==> config.mk <==
export PLATFORM = sky130hd
export DESIGN_NAME = smx_ext
export DESIGN_NICKNAME = d
export VERILOG_FILES = /design/src/core/smx_crc8.v /design/src/core/smx_sync2.v /design/src/core/smx_ext.v
export VERILOG_INCLUDE_DIRS = /design/src /design/src/core
export SDC_FILE = /design/constraint.sdc
export NUM_CORES = 1
export LEC_CHECK = 0
export BUFFER_PORTS_ARGS = -buffer_cell sky130_fd_sc_hd__buf_4
export CAP_MARGIN = 20
export CORE_ASPECT_RATIO = 1.75
export CORE_MARGIN = 1.5
export CORE_UTILIZATION = 30
export DETAILED_ROUTE_END_ITERATION = 10
export GPL_ROUTABILITY_DRIVEN = 0
export HOLD_SLACK_MARGIN = 0.05
export PLACE_DENSITY = 0.46
export SYNTH_ARGS = -nofsm -noshare
export SYNTH_HDL_FRONTEND = slang
export SYNTH_SLANG_ARGS = --single-unit
export TNS_END_PERCENT = 5
==> constraint.sdc <==
create_clock -name clk_i -period 3.15 [get_ports clk_i]
set_input_delay 0.63 -clock clk_i [delete_from_list [all_inputs] [get_ports clk_i]]
set_output_delay 0.63 -clock clk_i [all_outputs]
set_load 0.01 [all_outputs]
==> src/core/smx_regs.vh <==
// Purpose: Register map, field positions and timing constants of the SMBus extension.
// Assumes: 32-bit classic Wishbone with word-aligned registers.
// Notes: All counts are in kernel clock cycles.
`ifndef SMX_REGS_VH
`define SMX_REGS_VH

// Register byte offsets
`define SMX_CTRL_ADDR 8'h00
`define SMX_XFER_ADDR 8'h04
`define SMX_TIMER_ADDR 8'h08
`define SMX_STATUS_ADDR 8'h0C
`define SMX_CRC_ADDR 8'h10
`define SMX_OWNADDR_ADDR 8'h14

// Control fields
`define SMX_CTRL_ENABLE 0
`define SMX_CTRL_DEFAULT_ADDR_EN 1
`define SMX_CTRL_HOST_MODE_EN 2
`define SMX_CTRL_NOTICE_EN 3
`define SMX_CTRL_ERR_IRQ_EN 4
`define SMX_CTRL_SLAVE_ACK_CTRL 5
`define SMX_CTRL_CRC_EN 6

// Transfer fields
`define SMX_XFER_COUNT_LSB 0
`define SMX_XFER_COUNT_MSB 7
`define SMX_XFER_REFILL 8
`define SMX_XFER_AUTO_FINISH 9
`define SMX_XFER_CRC_REQ 10

// Timer fields
`define SMX_TMR_A_LSB 0
`define SMX_TMR_A_MSB 11
`define SMX_TMR_IDLE_SEL 12
`define SMX_TMR_LOW_EN 15
`define SMX_TMR_B_LSB 16
`define SMX_TMR_B_MSB 27
`define SMX_TMR_STRETCH_EN 31

// Status fields (write one to clear flags)
`define SMX_ST_NOTICE 0
`define SMX_ST_STALL 1
`define SMX_ST_CRC_ERR 2
`define SMX_ST_IRQ 3
`define SMX_ST_NOTICE_IN 4

// Special addresses (seven bit)
`define SMX_DEFAULT_ADDR 7'h61
`define SMX_HOST_ADDR 7'h08
`define SMX_ALERT_RESP_ADDR 7'h0C

// Timer scaling and CRC generator
`define SMX_LOW_UNIT 24'h000800
`define SMX_IDLE_UNIT 16'h0004
`define SMX_CRC_POLY 8'h07

`endif

==> src/core/smx_crc8.v <==
// Purpose: CRC-8 accumulator with generator x^8+x^2+x+1.
// Assumes: One byte folded in per pulse of byte_valid_i.
// Notes: Clear wins over a byte in the same cycle.
`include "smx_regs.vh"
`default_nettype none
module smx_crc8 (
	// Clock and reset
	input wire clk_i,
	input wire rst_i,
	// Control
	input wire clear_i,
	input wire byte_valid_i,
	input wire [7:0] byte_i,
	// Result
	output reg [7:0] crc_o
);
	reg [7:0] crc_nxt;
	integer k;

	// Bitwise MSB-first update
	always @* begin
		crc_nxt = crc_o ^ byte_i;
		for (k = 0; k < 8; k = k + 1) begin
			if (crc_nxt[7]) begin
				crc_nxt = {crc_nxt[6:0], 1'b0} ^ `SMX_CRC_POLY;
			end else begin
				crc_nxt = {crc_nxt[6:0], 1'b0};
			end
		end
	end

	// Accumulator register
	always @(posedge clk_i) begin
		if (rst_i || clear_i) begin
			crc_o <= 8'h00;
		end else if (byte_valid_i) begin
			crc_o <= crc_nxt;
		end
	end
endmodule // smx_crc8
`default_nettype wire

==> src/core/smx_sync2.v <==
// Purpose: Two-flop synchroniser for a bundle of pin inputs.
// Assumes: Inputs are asynchronous levels.
// Notes: Resets to high, the idle level of the bus pins.
`default_nettype none
module smx_sync2 #(
	parameter W = 3
) (
	// Clock and reset
	input wire clk_i,
	input wire rst_i,
	// Data
	input wire [W-1:0] d_i,
	output reg [W-1:0] q_o
);
	reg [W-1:0] meta_r;

	// Two stages, the first read only by the second
	always @(posedge clk_i) begin
		if (rst_i) begin
			meta_r <= {W{1'b1}};
			q_o <= {W{1'b1}};
		end else begin
			meta_r <= d_i;
			q_o <= meta_r;
		end
	end
endmodule // smx_sync2
`default_nettype wire

==> src/core/smx_ext.v <==
// Purpose: SMBus extension logic beside a two-wire controller kernel.
// Assumes: Kernel reports START, address and byte events on its clock.
// Notes: Pins pass a two-flop synchroniser before use.
//
// Overview of operation
// - With default_addr_enable set, acknowledge device default address too.
// - With host_mode_enable set, acknowledge the host address.
// - Slave with notice_line_enable drives notice_pin low, enables alert response.
// - Host with notice enabled: falling notice_pin sets flag, irq if enabled.
// - Notice disabled: internal alert line reads high whatever the pin.
// - Alert response acknowledged only while this device holds alert low.
// - Arbitration continues while acting as slave.
// - CRC-8 x^8+x^2+x+1 over the bytes from byte_valid_i; address events are not folded in.
// - Received code byte differing from computed one is NACKed.
// - CRC computed only when enabled; change it only while disabled.
// - Code byte after byte_count minus one bytes; refill mode disables request.
// - Idle select 0: SCL low beyond (limit+1)*2048 cycles sets stall flag.
// - Idle select 1: both lines high beyond (limit+1)*4 cycles sets stall.
// - Own stretching beyond (stretch_limit+1)*2048 cycles sets stall flag.
// - auto_finish at count end without refill requests STOP, else completion.
// - tx_request pulses equal byte_count, one fewer with a code byte; longer transfers need refill mode.
`include "smx_regs.vh"
`default_nettype none
module smx_ext (
	// Clock and reset
	input wire clk_i,
	input wire rst_i,
	// Wishbone slave
	input wire wb_cyc_i,
	input wire wb_stb_i,
	input wire wb_we_i,
	input wire [7:0] wb_adr_i,
	input wire [3:0] wb_sel_i,
	input wire [31:0] wb_dat_i,
	output reg [31:0] wb_dat_o,
	output reg wb_ack_o,
	// Bus pins
	input wire scl_i,
	input wire sda_i,
	input wire notice_pin_i,
	output wire notice_pin_o,
	output wire notice_pin_oe_o,
	// Kernel events
	input wire start_i,
	input wire stop_i,
	input wire addr_valid_i,
	input wire [6:0] addr_i,
	input wire byte_valid_i,
	input wire [7:0] byte_i,
	input wire rx_dir_i,
	input wire stretch_i,
	input wire arb_lost_i,
	// Kernel controls
	output reg addr_ack_o,
	output wire arb_enable_o,
	output reg crc_nack_o,
	output reg crc_send_o,
	output wire [7:0] crc_o,
	output reg tx_request_o,
	output reg stop_req_o,
	output reg done_o,
	output wire irq_o
);
	// Registers
	reg [6:0] ctrl_r;
	reg [10:0] xfer_r;
	reg [31:0] timer_r;
	reg [6:0] own_addr_r;
	reg notice_flag_r;
	reg stall_flag_r;
	reg crc_err_r;
	reg notice_prev_r;
	reg [8:0] byte_cnt_r;
	reg [23:0] low_cnt_r;
	reg [23:0] str_cnt_r;
	reg [15:0] idle_cnt_r;
	reg [31:0] rd_nxt;
	wire [2:0] pins_s;
	wire scl_s;
	wire sda_s;
	wire notice_s;
	wire wb_req;
	wire wr_ctrl;
	wire wr_xfer;
	wire wr_timer;
	wire wr_status;
	wire wr_own;
	wire enabled;
	wire host_mode;
	wire notice_en;
	wire alert_line;
	wire crc_en;
	wire crc_req;
	wire refill;
	wire [7:0] count;
	wire crc_slot;
	wire [23:0] low_lim;
	wire [15:0] idle_lim;
	wire [23:0] str_lim;
	wire low_trip;
	wire idle_trip;
	wire str_trip;
	wire notice_fall;
	wire crc_mismatch;
	wire [7:0] crc_val;

	// Field views
	assign enabled = ctrl_r[`SMX_CTRL_ENABLE];
	assign host_mode = ctrl_r[`SMX_CTRL_HOST_MODE_EN];
	assign notice_en = ctrl_r[`SMX_CTRL_NOTICE_EN];
	assign crc_en = ctrl_r[`SMX_CTRL_CRC_EN];
	assign count = xfer_r[`SMX_XFER_COUNT_MSB:`SMX_XFER_COUNT_LSB];
	assign refill = xfer_r[`SMX_XFER_REFILL];
	assign crc_req = xfer_r[`SMX_XFER_CRC_REQ] & ~refill;
	assign crc_val = crc_o;

	// Pin synchroniser
	smx_sync2 #(.W(3)) u_sync (
		.clk_i(clk_i),
		.rst_i(rst_i),
		.d_i({scl_i, sda_i, notice_pin_i}),
		.q_o(pins_s)
	);
	assign scl_s = pins_s[2];
	assign sda_s = pins_s[1];
	assign notice_s = pins_s[0];

	// Notice pin: open drain, driven low in slave mode with notice enabled
	assign notice_pin_o = 1'b0;
	assign notice_pin_oe_o = notice_en & ~host_mode;
	assign alert_line = notice_en ? notice_s : 1'b1;
	assign notice_fall = notice_prev_r & ~alert_line;

	// Arbitration stays on in slave role
	assign arb_enable_o = enabled;

	// Wishbone decode
	assign wb_req = wb_cyc_i & wb_stb_i & ~wb_ack_o;
	assign wr_ctrl = wb_req & wb_we_i & wb_sel_i[0] & (wb_adr_i == `SMX_CTRL_ADDR);
	assign wr_xfer = wb_req & wb_we_i & (wb_adr_i == `SMX_XFER_ADDR);
	assign wr_timer = wb_req & wb_we_i & (wb_adr_i == `SMX_TIMER_ADDR);
	assign wr_status = wb_req & wb_we_i & wb_sel_i[0] & (wb_adr_i == `SMX_STATUS_ADDR);
	assign wr_own = wb_req & wb_we_i & wb_sel_i[0] & (wb_adr_i == `SMX_OWNADDR_ADDR);

	// Register writes; byte lanes honoured per byte
	always @(posedge clk_i) begin
		if (rst_i) begin
			ctrl_r <= 7'h00;
			xfer_r <= 11'h000;
			timer_r <= 32'h00000000;
			own_addr_r <= 7'h00;
		end else begin
			if (wr_ctrl) begin
				// CRC enable only changes while disabled or in the write that clears enable
				if (enabled && wb_dat_i[`SMX_CTRL_ENABLE]) begin
					ctrl_r <= {crc_en, wb_dat_i[5:0]};
				end else begin
					ctrl_r <= wb_dat_i[6:0];
				end
			end
			if (wr_xfer) begin
				if (wb_sel_i[0]) xfer_r[7:0] <= wb_dat_i[7:0];
				if (wb_sel_i[1]) xfer_r[10:8] <= wb_dat_i[10:8];
			end
			if (wr_timer) begin
				if (wb_sel_i[0]) timer_r[7:0] <= wb_dat_i[7:0];
				if (wb_sel_i[1]) timer_r[15:8] <= wb_dat_i[15:8];
				if (wb_sel_i[2]) timer_r[23:16] <= wb_dat_i[23:16];
				if (wb_sel_i[3]) timer_r[31:24] <= wb_dat_i[31:24];
			end
			if (wr_own) begin
				own_addr_r <= wb_dat_i[6:0];
			end
		end
	end

	// Read mux
	always @* begin
		rd_nxt = 32'h00000000;
		case (wb_adr_i)
			`SMX_CTRL_ADDR: rd_nxt = {25'h0000000, ctrl_r};
			`SMX_XFER_ADDR: rd_nxt = {21'h000000, xfer_r};
			`SMX_TIMER_ADDR: rd_nxt = timer_r;
			`SMX_STATUS_ADDR: rd_nxt = {27'h0000000, notice_s, irq_o,
				crc_err_r, stall_flag_r, notice_flag_r};
			`SMX_CRC_ADDR: rd_nxt = {24'h000000, crc_val};
			`SMX_OWNADDR_ADDR: rd_nxt = {25'h0000000, own_addr_r};
			default: rd_nxt = 32'h00000000;
		endcase
	end

	// Ack one cycle after request; unmapped reads zero
	always @(posedge clk_i) begin
		if (rst_i) begin
			wb_ack_o <= 1'b0;
			wb_dat_o <= 32'h00000000;
		end else begin
			wb_ack_o <= wb_req;
			if (wb_req && !wb_we_i) begin
				wb_dat_o <= rd_nxt;
			end
		end
	end

	// Address match for own and special addresses
	always @(posedge clk_i) begin
		if (rst_i) begin
			addr_ack_o <= 1'b0;
		end else begin
			addr_ack_o <= 1'b0;
			if (addr_valid_i && enabled) begin
				if (addr_i == own_addr_r) begin
					addr_ack_o <= 1'b1;
				end
				if (ctrl_r[`SMX_CTRL_DEFAULT_ADDR_EN] && addr_i == `SMX_DEFAULT_ADDR) begin
					addr_ack_o <= 1'b1;
				end
				if (host_mode && addr_i == `SMX_HOST_ADDR) begin
					addr_ack_o <= 1'b1;
				end
				if (notice_pin_oe_o && addr_i == `SMX_ALERT_RESP_ADDR) begin
					addr_ack_o <= 1'b1;
				end
			end
		end
	end

	// CRC engine, cleared at each START
	smx_crc8 u_crc (
		.clk_i(clk_i),
		.rst_i(rst_i),
		.clear_i(start_i | ~crc_en),
		.byte_valid_i(crc_en & (byte_valid_i & ~crc_slot)),
		.byte_i(byte_i),
		.crc_o(crc_o)
	);

	// Code byte slot: after count minus one data bytes
	assign crc_slot = crc_en & crc_req & (byte_cnt_r == {1'b0, count} - 9'd1);
	assign crc_mismatch = crc_slot & byte_valid_i & rx_dir_i & (byte_i != crc_val);

	// Byte counter, request pulses, finish handling
	always @(posedge clk_i) begin
		if (rst_i) begin
			byte_cnt_r <= 9'h000;
			tx_request_o <= 1'b0;
			crc_send_o <= 1'b0;
			crc_nack_o <= 1'b0;
			stop_req_o <= 1'b0;
			done_o <= 1'b0;
		end else begin
			tx_request_o <= 1'b0;
			crc_nack_o <= 1'b0;
			stop_req_o <= 1'b0;
			crc_send_o <= crc_slot & ~rx_dir_i;
			if (start_i || wr_xfer) begin
				byte_cnt_r <= 9'h000;
				done_o <= 1'b0;
			end else if (byte_valid_i && byte_cnt_r < {1'b0, count}) begin
				byte_cnt_r <= byte_cnt_r + 9'd1;
				if (crc_mismatch) begin
					crc_nack_o <= 1'b1;
				end
				// One request per transmitted data byte, none for the code byte
				if (!rx_dir_i && !crc_slot) begin
					tx_request_o <= 1'b1;
				end
				if (byte_cnt_r + 9'd1 == {1'b0, count} && !refill) begin
					if (xfer_r[`SMX_XFER_AUTO_FINISH]) begin
						stop_req_o <= 1'b1;
					end else begin
						done_o <= 1'b1;
					end
				end
			end
		end
	end

	// Timer limits
	assign low_lim = ({12'h000, timer_r[`SMX_TMR_A_MSB:`SMX_TMR_A_LSB]} + 24'd1) * `SMX_LOW_UNIT;
	assign idle_lim = ({4'h0, timer_r[`SMX_TMR_A_MSB:`SMX_TMR_A_LSB]} + 16'd1) * `SMX_IDLE_UNIT;
	assign str_lim = ({12'h000, timer_r[`SMX_TMR_B_MSB:`SMX_TMR_B_LSB]} + 24'd1) * `SMX_LOW_UNIT;
	assign low_trip = low_cnt_r > low_lim;
	assign idle_trip = idle_cnt_r > idle_lim;
	assign str_trip = str_cnt_r > str_lim;

	// Clock-low, idle and stretch counters
	always @(posedge clk_i) begin
		if (rst_i) begin
			low_cnt_r <= 24'h000000;
			idle_cnt_r <= 16'h0000;
			str_cnt_r <= 24'h000000;
		end else begin
			if (!timer_r[`SMX_TMR_LOW_EN] || timer_r[`SMX_TMR_IDLE_SEL] || scl_s) begin
				low_cnt_r <= 24'h000000;
			end else if (!low_trip) begin
				low_cnt_r <= low_cnt_r + 24'd1;
			end
			if (!timer_r[`SMX_TMR_LOW_EN] || !timer_r[`SMX_TMR_IDLE_SEL] || !(scl_s && sda_s)) begin
				idle_cnt_r <= 16'h0000;
			end else if (!idle_trip) begin
				idle_cnt_r <= idle_cnt_r + 16'd1;
			end
			if (!timer_r[`SMX_TMR_STRETCH_EN] || start_i) begin
				str_cnt_r <= 24'h000000;
			end else if (stretch_i && !str_trip) begin
				str_cnt_r <= str_cnt_r + 24'd1;
			end
		end
	end

	// Sticky flags; set wins over clear
	always @(posedge clk_i) begin
		if (rst_i) begin
			notice_prev_r <= 1'b1;
			notice_flag_r <= 1'b0;
			stall_flag_r <= 1'b0;
			crc_err_r <= 1'b0;
		end else begin
			notice_prev_r <= alert_line;
			if (host_mode && notice_en && notice_fall) begin
				notice_flag_r <= 1'b1;
			end else if (wr_status && wb_dat_i[`SMX_ST_NOTICE]) begin
				notice_flag_r <= 1'b0;
			end
			if ((low_trip && !low_cnt_r[0]) || low_trip || idle_trip || str_trip) begin
				stall_flag_r <= 1'b1;
			end else if (wr_status && wb_dat_i[`SMX_ST_STALL]) begin
				stall_flag_r <= 1'b0;
			end
			if (crc_mismatch) begin
				crc_err_r <= 1'b1;
			end else if (wr_status && wb_dat_i[`SMX_ST_CRC_ERR]) begin
				crc_err_r <= 1'b0;
			end
		end
	end

	// Error interrupt gated by error_irq_enable
	assign irq_o = ctrl_r[`SMX_CTRL_ERR_IRQ_EN] &
		(notice_flag_r | stall_flag_r | crc_err_r);
endmodule // smx_ext
`default_nettype wire

* After elaboration in Yosys (flattened, before gate mapping)
Cells that the tools add are included.
Cells by class: div/mod/pow operators 0, eq/ne operators 12, multiplexer cells 23, bitwise logic cells 45, shifts and indexed selects 0, multipliers 0, reductions and logical operators 56, magnitude comparators 4, $add $sub $neg 8
Operator list (number):
- $pmux 32 s6 | 1
- $add 24x1->24 const B | 2
- $gt 24x24->1 | 2
- $add 12x1->13 const B | 3
- $mux 3 | 8
- $not 3->3 | 8
- $and 1x1->1 | 21
- $logic_and 1x1->1 | 17
- $add 16x1->16 const B | 1
- $eq 8x4->1 const B | 2
- $eq 8x5->1 const B | 2
- $gt 16x15->1 | 1
- $eq 7x4->1 const B | 2
- $mux 1 | 14
- $reduce_and 2->1 | 7
- $not 1->1 | 12
- $logic_not 1->1 | 10
- $logic_or 1x1->1 | 10
- $reduce_or 2->1 | 5
- $add 9x1->9 const B | 1
- $eq 9x8->1 | 1
- $eq 9x9->1 | 1
- $lt 9x8->1 | 1
- $sub 8x1->9 const B | 1
- other kinds (11) | 15
Word-level totals: bits of input ports 74, memories 0, register bits after elaboration 187, memory bits (writable) 0, ROM bits 0, word-level logic and storage cells 176, bits in latches 0

* Logic depth before layout (Yosys ltp)
Gate-level depths: netlist of the first run.
depth after elaboration 17, gate-level depth with buffers 16

* Hierarchy
Synthesis of the first run repeated with hierarchy kept, for this count alone.
Unflattened totals: cell total of the unflattened synthesis 1234, area, all modules 10397.5 sq um
By module, submodules not included:
- smx_ext | instances 1, seq. area each 3463.3 sq um, area each 9663.0 sq um, cells an instance 1170
- smx_crc8 | instances 1, seq. area each 160.2 sq um, area each 576.8 sq um, cells an instance 52
- smx_sync2 | instances 1, seq. area each 120.1 sq um, area each 157.7 sq um, cells an instance 12

* Worst setup path before layout of the first run
No wires, ideal clock.
path type register to register, start point reg timer_r[3], end point reg low_cnt_r[22], path buffers 2, arrival time 3146 ps, clock period less this slack 3278 ps, stages on the path, launching flop included 13, path slack -128 ps, setup time 132 ps, cell sequence dfxtp_1 -> nand4_4 -> or2_2 -> xor2_1 -> ha_1 -> a21o_1 -> maj3_1 -> a211o_1 -> o211a_2 -> buf_2 -> buf_4 -> o31ai_1 -> a21oi_1
On the way: word-level cells in the longest chain between the ends 2
RTL lines:
- start, declared | RTL line smx_ext.v:67 | reg [31:0] timer_r;
- start signal, assigned | RTL line smx_ext.v:166 | if (wb_sel_i[0]) timer_r[7:0] <= wb_dat_i[7:0];
- $add 12x1->13 | RTL line smx_ext.v:280 | assign low_lim = ({12'h000, timer_r[`SMX_TMR_A_MSB:`SMX_TMR_A_LSB]} + 24'd1) * `SMX_LOW_UNIT;
- $gt 24x24->1 | RTL line smx_ext.v:283 | assign low_trip = low_cnt_r > low_lim;
- end signal, assigned | RTL line smx_ext.v:297 | low_cnt_r <= low_cnt_r + 24'd1;
- end, declared | RTL line smx_ext.v:74 | reg [23:0] low_cnt_r;
No other way between the ends. A chain may end at the register's enable or synchronous reset.

* Worst setup path after layout of the first run
start point reg timer_r[1], end point reg low_cnt_r[23]
Same word-level chain as after synthesis.

==> results of run 1 <==
==> metal layers <==
layer	global-route usage	vias up	share of wire
met2	0.390	141	0.56
met4	0.117	0	0.050
li1	-	4873	-
met3	0.0243	59	0.021
met5	0	-	0
met1	0.194	4631	0.37
==> sequential cells by signal, summed over array words and instances, names as in the netlist, 3 cells and up <==
signal / cells
idle_cnt_r: 16
str_cnt_r: 24
xfer_r: 11
u_crc.crc_o: 8
low_cnt_r: 24
byte_cnt_r: 9
wb_dat_o: 32
own_addr_r: 7
timer_r: 32
u_sync.meta_r: 3
u_sync.q_o: 3
ctrl_r: 7
==> area by class of cell <==
class                      count  area (sq um)
inverter                      44           165
timing repair buffer         227          1790
multi-input combinational    982          6680
sequential                   187          3760
clock inverter                13           133
antenna                        1          2.50
fill                        3487         20200
clock buffer                  19           443
tap                          455           569
==> stage by stage <==
step | setup TNS (ns) | hold WS [ns] | utilization | cells
after floorplan | 0 | 0.389 | - | 1274
after global placement | -1.79 | 0.399 | 0.363 | 1875
after detailed placement | -3.22 | 0.403 | 0.363 | 1875
after CTS | -0.0327 | 0.313 | 0.389 | 1916
after global routing | -4.81 | 0.337 | 0.401 | 1928
final | -1.15 | 0.337 | 0.401 | 1928
==> layout by cell type, fill, tap and decap left out, types with 6 or more instances in the layout <==
cell type	Yosys	routed
clkbuf_16	0	17
a21oi_1	117	106
and2_1	9	8
buf_4	2	211
nand4_1	27	27
o211ai_1	13	13
xnor2_1	66	63
nor3_1	25	22
nor2b_1	13	13
nor2_1	107	101
ha_4	0	6
xor2_1	32	31
nor4_1	8	8
or2_2	12	10
ha_1	57	50
nand2_1	189	185
a21oi_2	1	12
a21o_1	9	9
o31ai_1	11	9
nand3_1	81	78
and3_1	16	16
or4_1	15	11
or3_1	19	16
a2111oi_4	0	6
inv_1	44	43
buf_6	0	11
dfxtp_1	187	177
o21ai_0	36	33
dfxtp_2	0	8
mux2i_1	18	18
==> Yosys cell counts (4+ instances only) <==
library cell and n:
nand2_1 189, dfxtp_1 187, a21oi_1 117, nor2_1 107, nand3_1 81, xnor2_1 66
ha_1 57, clkbuf_1 52, inv_1 44, o21ai_0 36, xor2_1 32, nand4_1 27
nor3_1 25, or3_1 19, mux2i_1 18, and3_1 16, or4_1 15, nor2b_1 13
o211ai_1 13, or2_2 12, o31ai_1 11, a211oi_1 9, a21o_1 9, and2_1 9
nor4_1 8, a2111oi_0 5, a221oi_1 5, buf_2 5, a22oi_1 4, a31oi_1 4
and4_1 4, buf_1 4, nand2b_1 4, nor3b_1 4
==> logic make-up (layout without fill, tap and decap cells) <==
family / count (synthesis) / after routing / share of synthesized area
flip-flops: 187 / 187 / 0.364
other: 1 / 2 / 0.000365
AND/OR/NAND/NOR: 545 / 546 / 0.255
buffers and inverters: 107 / 303 / 0.0404
adder cells (fa/ha/maj): 58 / 58 / 0.0703
multiplexers: 23 / 23 / 0.0263
AO/OA/AOI/OAI: 253 / 254 / 0.156
XOR/XNOR: 100 / 100 / 0.0878
==> path summary, 6_finish.rpt <==
path | slack (ns) | startpoint | endpoint | depth (start not counted)
max reg2reg | -0.1 | timer_r[1] | low_cnt_r[23] | 13
min reg2reg | 0.42 | u_sync.meta_r[2] | u_sync.q_o[2] | 1
min | 0.34 | rx_dir_i | crc_send_o | 2
max | -0.1 | timer_r[1] | low_cnt_r[23] | 13
==> power by group through the flow <==
stage	clock network [mW]	registers, mW	logic (mW)
after floorplan	0	2.43	0.0933
after global placement	0	2.43	0.219
after CTS	2.23	2.37	0.220
after detailed placement	0	2.43	0.219
final	2.18	2.37	0.219
after global routing	2.32	2.37	0.237
==> critical path, delay by kind of cell (launching register included) <==
family	cells	cell delay [ns]
AOI/OAI and AO/OA	4	0.97
xor gates and xnor gates	1	0.18
adders and majority gates	3	0.71
buffers and inverters	3	0.36
DFF	1	0.39
and+or+nand+nor	2	0.56
==> timing repair <==
| action | CTS | global route |
|---|---|---|
| pin swaps | 14 | 60 |
| setup buffers | 7 | 9 |
| setup endpoints to repair | 40 | 58 |
| gates cloned | 2 | 1 |
| resized for setup | 36 | 73 |
==> impl_metrics.csv, run 1 <==
group,metric,value,unit
clock_network,cts_buffers,17,
timing,fin_ws,-0.0999,ns
setup_path,critPathCaptureType,"register",
timing,finalHoldViolations,0,
power_and_ir_drop,p_total,4.77,mW
flow_run,maxCapViolCount,0,
timing,slew_headroom,0.332,
setup_path,arrival,3.65,ns
timing,tightestPinTransition,1.00,ns
logic_synthesis,synth-seq-cells,187,
power_and_ir_drop,p_seq_frac,0.498,
power_and_ir_drop,switchingPower,1.17,mW
global_route,overflow,0,
status,status,"finished, violations left",
timing,fmax,0.308,GHz
drt,vias,9704,
die,io_pins,125,
drt,viasPerCell,5.03,
clock_network,ctsHoldBuffers,0,
die,die_area,35500,sq um
logic_synthesis,synthCells,1274,
logic_synthesis,syn_nets,1405,
setup_path,start_kind,"register",
placed_design,port_buffers,121,
placed_design,place_area,12200,sq um
setup_path,cp.required,3.55,ns
clock_network,cts_tree,"done",
timing,fin_crit_sh,1.03,
logic_synthesis,synthTopCellsByArea,"dfxtp_1, ha_1, nand2_1",
clock_network,numClockSinks,187,
setup_path,crit_top_cell,"ha_4",
setup_path,critical_path_class,"register to register",
global_route,grt_pass1_vias,9756,
hold_path,hold_class,"primary input to register",
timing,slew_viol_final,0,
cells_and_area,finalNetCount,1590,
logic_synthesis,synth_seq_area_share,0.364,
clock_network,clk_pin_slew,0.08,ns
die,start_util,0.305,
power_and_ir_drop,switching_share,0.245,
placed_design,dp_hpwl,26500,microns
global_route,track_usage,0.199,
timing,finalSetupViolCount,20,
setup_path,crit_path_top_delay_cell,"dfxtp_4",
drt,dr.pass1.iters,4,
drt,wl_per_cell,17.9,microns
die,die_h,248,microns
timing,rsz0062_at_grt,"true",
power_and_ir_drop,pwr-share-clk,0.456,
placed_design,dp_worst_setup_slack,-0.384,ns
status,failed_checks,"negative setup slack",
logic_synthesis,synthArstFlopShare,0,
logic_synthesis,yosysTopAreaCellShare,0.364,
global_route,grt_pass1_wl,53500,microns
logic_synthesis,ys_types,73,
cells_and_area,areaGrowthSynthToFinish,31.6,%
power_and_ir_drop,powerDensity,352,nW/um^2
logic_synthesis,synth.cell_area,10300,sq um
drt,drt_iter0_markers,314,
setup_path,cp_max_fo,6,
clock_network,ctsRootBufferMaster,"clkbuf_16",
die,fp.dieW,143,microns
global_route,grt_max_degree,91,
power_and_ir_drop,p_int,3.60,mW
drt,wl,34500,microns
logic_synthesis,yosysWarningCount,0,
clock_network,clock_latency,0.47,ns
drt,antenna_left,0,
clock_network,htree_levels,4,
power_and_ir_drop,leakagePower,4.78,nW
die,core,33700,sq um
logic_synthesis,synth-main-ff-cell,"dfxtp_1",
setup_path,path_cells,"ha_4, inv_2, or2_4, buf_4, xor2_4, ha_4, a21o_1, maj3_1, a211o_1, buf_6, a211o_4, or3_1, a21oi_1",
global_route,antenna_found_initial,1,
timing,clock_skew,0.00916,ns
power_and_ir_drop,comb_power_share,0.046,
drt,drc,0,
cells_and_area,drive_gt1_frac,0.253,
logic_synthesis,synth.avg_cell_area,8.07,sq um
cells_and_area,stdcell_area,13500,sq um
power_and_ir_drop,vdd_drop_max,0.407,mV
timing,min_period,3.25,ns
clock_network,clockBufferDepth,2,
setup_path,critPathMaxStageDelay,0.39,ns
die,rows,89,
logic_synthesis,synth-edff-count,0,
logic_synthesis,synth_top_area_cell,"dfxtp_1",
No activity file was read; power rests on OpenSTA's default activity.
==> run 2, diff against run 1 <==
Settings changed: PLACE_DENSITY 0.46 to unset.
==> run 2 against run 1 <==
Against the previous run: the flow now finishes without violations; largest power group unchanged; via count rose by 0.94%; sequential power barely moved; largest cell class unchanged; clock skew rose by 0.0049 ns; highest routed layer unchanged.
==> impl_metrics.csv, run 2 (synthesized netlist as in run 1, its figures left out) <==
group,metric,value,unit
global_route,grt_pass1_wl,50100,microns
setup_path,critPathMaxStageDelay,0.51,ns
power_and_ir_drop,p_total,4.76,mW
timing,clock_skew,0.0140,ns
cells_and_area,drive_gt1_frac,0.228,
clock_network,cts_tree,"done",
global_route,antenna_found_initial,0,
timing,finalSetupViolCount,0,
hold_path,min_from,"rx_dir_i",
setup_path,critPathCaptureType,"register",
timing,slew_headroom,0.316,
die,die_area,35500,sq um
timing,rsz0062_at_grt,"true",
hold_path,holdPathStages,2,
setup_path,startpoint,"timer_r[5]",
setup_path,cp_max_fo,16,
timing,fin_crit_sh,1.00,
hold_path,hold_class,"primary input to register",
cells_and_area,areaGrowthSynthToFinish,27.0,%
power_and_ir_drop,leakagePower,4.66,nW
cells_and_area,diodes,0,
drt,wl,31800,microns
cells_and_area,reg.largest.list,"timer_r: 32 flops, wb_dat_o: 32 flops",
die,io_pins,125,
clock_network,htree_levels,4,
setup_path,critical_path_buf_inv_count,0,
timing,fmax,0.317,GHz
setup_path,arrival,3.52,ns
clock_network,clockBufferDepth,2,
die,rows,89,
global_route,grt_max_degree,95,
setup_path,cp.required,3.52,ns
cells_and_area,finalNetCount,1571,
status,status,"finished clean",
setup_path,start_kind,"register",
die,start_util,0.305,
die,fp.dieW,143,microns
drt,drc,0,
setup_path,crit_path_top_delay_cell,"or4_1",
timing,tightestPinTransition,1.03,ns
clock_network,cts_buffers,17,
cells_and_area,fin_cells,1908,
die,core,33700,sq um
power_and_ir_drop,switchingPower,1.17,mW
placed_design,dp.cells,1870,
timing,slew_viol_final,0,
global_route,grt_pass1_vias,9782,
hold_path,whs_endpoint,"crc_send_o",
setup_path,rr_worst_depth,12,
clock_network,numClockSinks,187,
power_and_ir_drop,pwr-share-clk,0.456,
clock_network,clk_pin_slew,0.08,ns
drt,viasPerCell,5.13,
drt,vias,9795,
power_and_ir_drop,switching_share,0.246,
setup_path,path_cells,"nand4_4, or2_4, nor3_4, xnor2_2, ha_1, a21o_1, a31oi_1, nand2_2, or2_2, o211a_4, or4_1, a21oi_1",
power_and_ir_drop,comb_power_share,0.045,
timing,hold_ws,0.341,ns
global_route,overflow,0,
setup_path,crit_family,"simple AND/OR/NAND/NOR gates",
setup_path,timing.rr.start,"timer_r[5]",
setup_path,reg2reg_to,"low_cnt_r[14]",
cells_and_area,final_cell_mix,"buf_4, nand2_1, dfxtp_1, a21oi_1, nor2_1",
clock_network,ctsRootBufferMaster,"clkbuf_16",
placed_design,port_buffers,121,
drt,dr.pass1.iters,6,
flow_run,maxCapViolCount,0,
power_and_ir_drop,p_int,3.59,mW
placed_design,dp_hpwl,24600,microns
die,die_h,248,microns
power_and_ir_drop,vdd_drop_max,0.394,mV
power_and_ir_drop,powerDensity,364,nW/um^2
clock_network,ctsHoldBuffers,0,
drt,wl_per_cell,16.7,microns
setup_path,critical_path_class,"register to register",
timing,finalHoldViolations,0,
cells_and_area,fill_cells,3477,
drt,drt_iter0_markers,533,
cells_and_area,mostFrequentLayoutCell,"buf_4",
clock_network,clock_latency,0.45,ns
drt,antenna_left,0,
timing,min_period,3.15,ns
global_route,track_usage,0.183,
power_and_ir_drop,p_seq_frac,0.498,
setup_path,r2r_slack,0.00005,ns
-- run 2: cell type report --
type / instances / area [sq um] / share of cell area
repair buffers: 210 / 1590 / 0.122
multi-input cells: 980 / 6390 / 0.489
flip-flops and latches: 187 / 3760 / 0.288
inverters: 44 / 165 / 0.0126
well taps: 455 / 569 / 0.0436
clock buffers: 17 / 425 / 0.0326
clock inverters: 15 / 158 / 0.0121
-- run 2: power by group through the flow --
stage                     clock network, mW  registers [mW]  logic, mW
after floorplan                           0            2.43     0.0933
after global placement                    0            2.43      0.214
after detailed placement                  0            2.43      0.216
after CTS                              2.22            2.37      0.217
after global routing                   2.30            2.37      0.233
final                                  2.17            2.37      0.215
-- run 2: stage by stage --
| stage | setup slack, ns | TNS [ns] | area [sq um] | utilization |
|---|---|---|---|---|
| 2_1_floorplan | 0.0375 | 0 | 10300 | - |
| 4_1_cts | -0.0297 | -0.0672 | 12800 | 0.381 |
| 6_report | 0.0000506 | 0 | 13100 | 0.387 |
| 5_1_grt | -0.162 | -3.61 | 13100 | 0.387 |
| 3_5_place_dp | -0.0929 | -1.15 | 12200 | 0.361 |
| 3_3_place_gp | -0.0623 | -0.445 | 12200 | 0.361 |
-- run 2: what timing repair did --
item	CTS	global route
setup endpoints to repair	26	57
pin swaps	6	26
gates cloned	0	1
setup buffers	0	5
resized for setup	12	50
-- run 2: how the worst max path moves through the flow --
| stage | to | slack [ns] | depth (start not counted) |
|---|---|---|---|
| floorplan | low_cnt_r[22] | 0.04 | 13 |
| global placement | idle_cnt_r[15] | -0.06 | 13 |
| detailed placement | idle_cnt_r[15] | -0.09 | 13 |
| CTS | idle_cnt_r[6] | -0.03 | 14 |
| global route | low_cnt_r[16] | -0.16 | 12 |
| finish | low_cnt_r[14] | 0.00005 | 12 |
-- run 2: metal layers --
metal	track usage	vias up	routed length [microns]
met5	0	-	0
met4	0.101	0	1460
met3	0.0322	71	1110
met2	0.348	201	17400
met1	0.185	4703	11900
li1	-	4820	-
-- run 2: worst register-to-register path, stage by stage (launching register included) --
cell,delay [ns]
dfxtp_2,0.36
nand4_4,0.16
or2_4,0.30
nor3_4,0.14
xnor2_2,0.16
ha_1,0.28
a21o_1,0.18
a31oi_1,0.22
nand2_2,0.08
or2_2,0.31
o211a_4,0.21
or4_1,0.51
a21oi_1,0.16
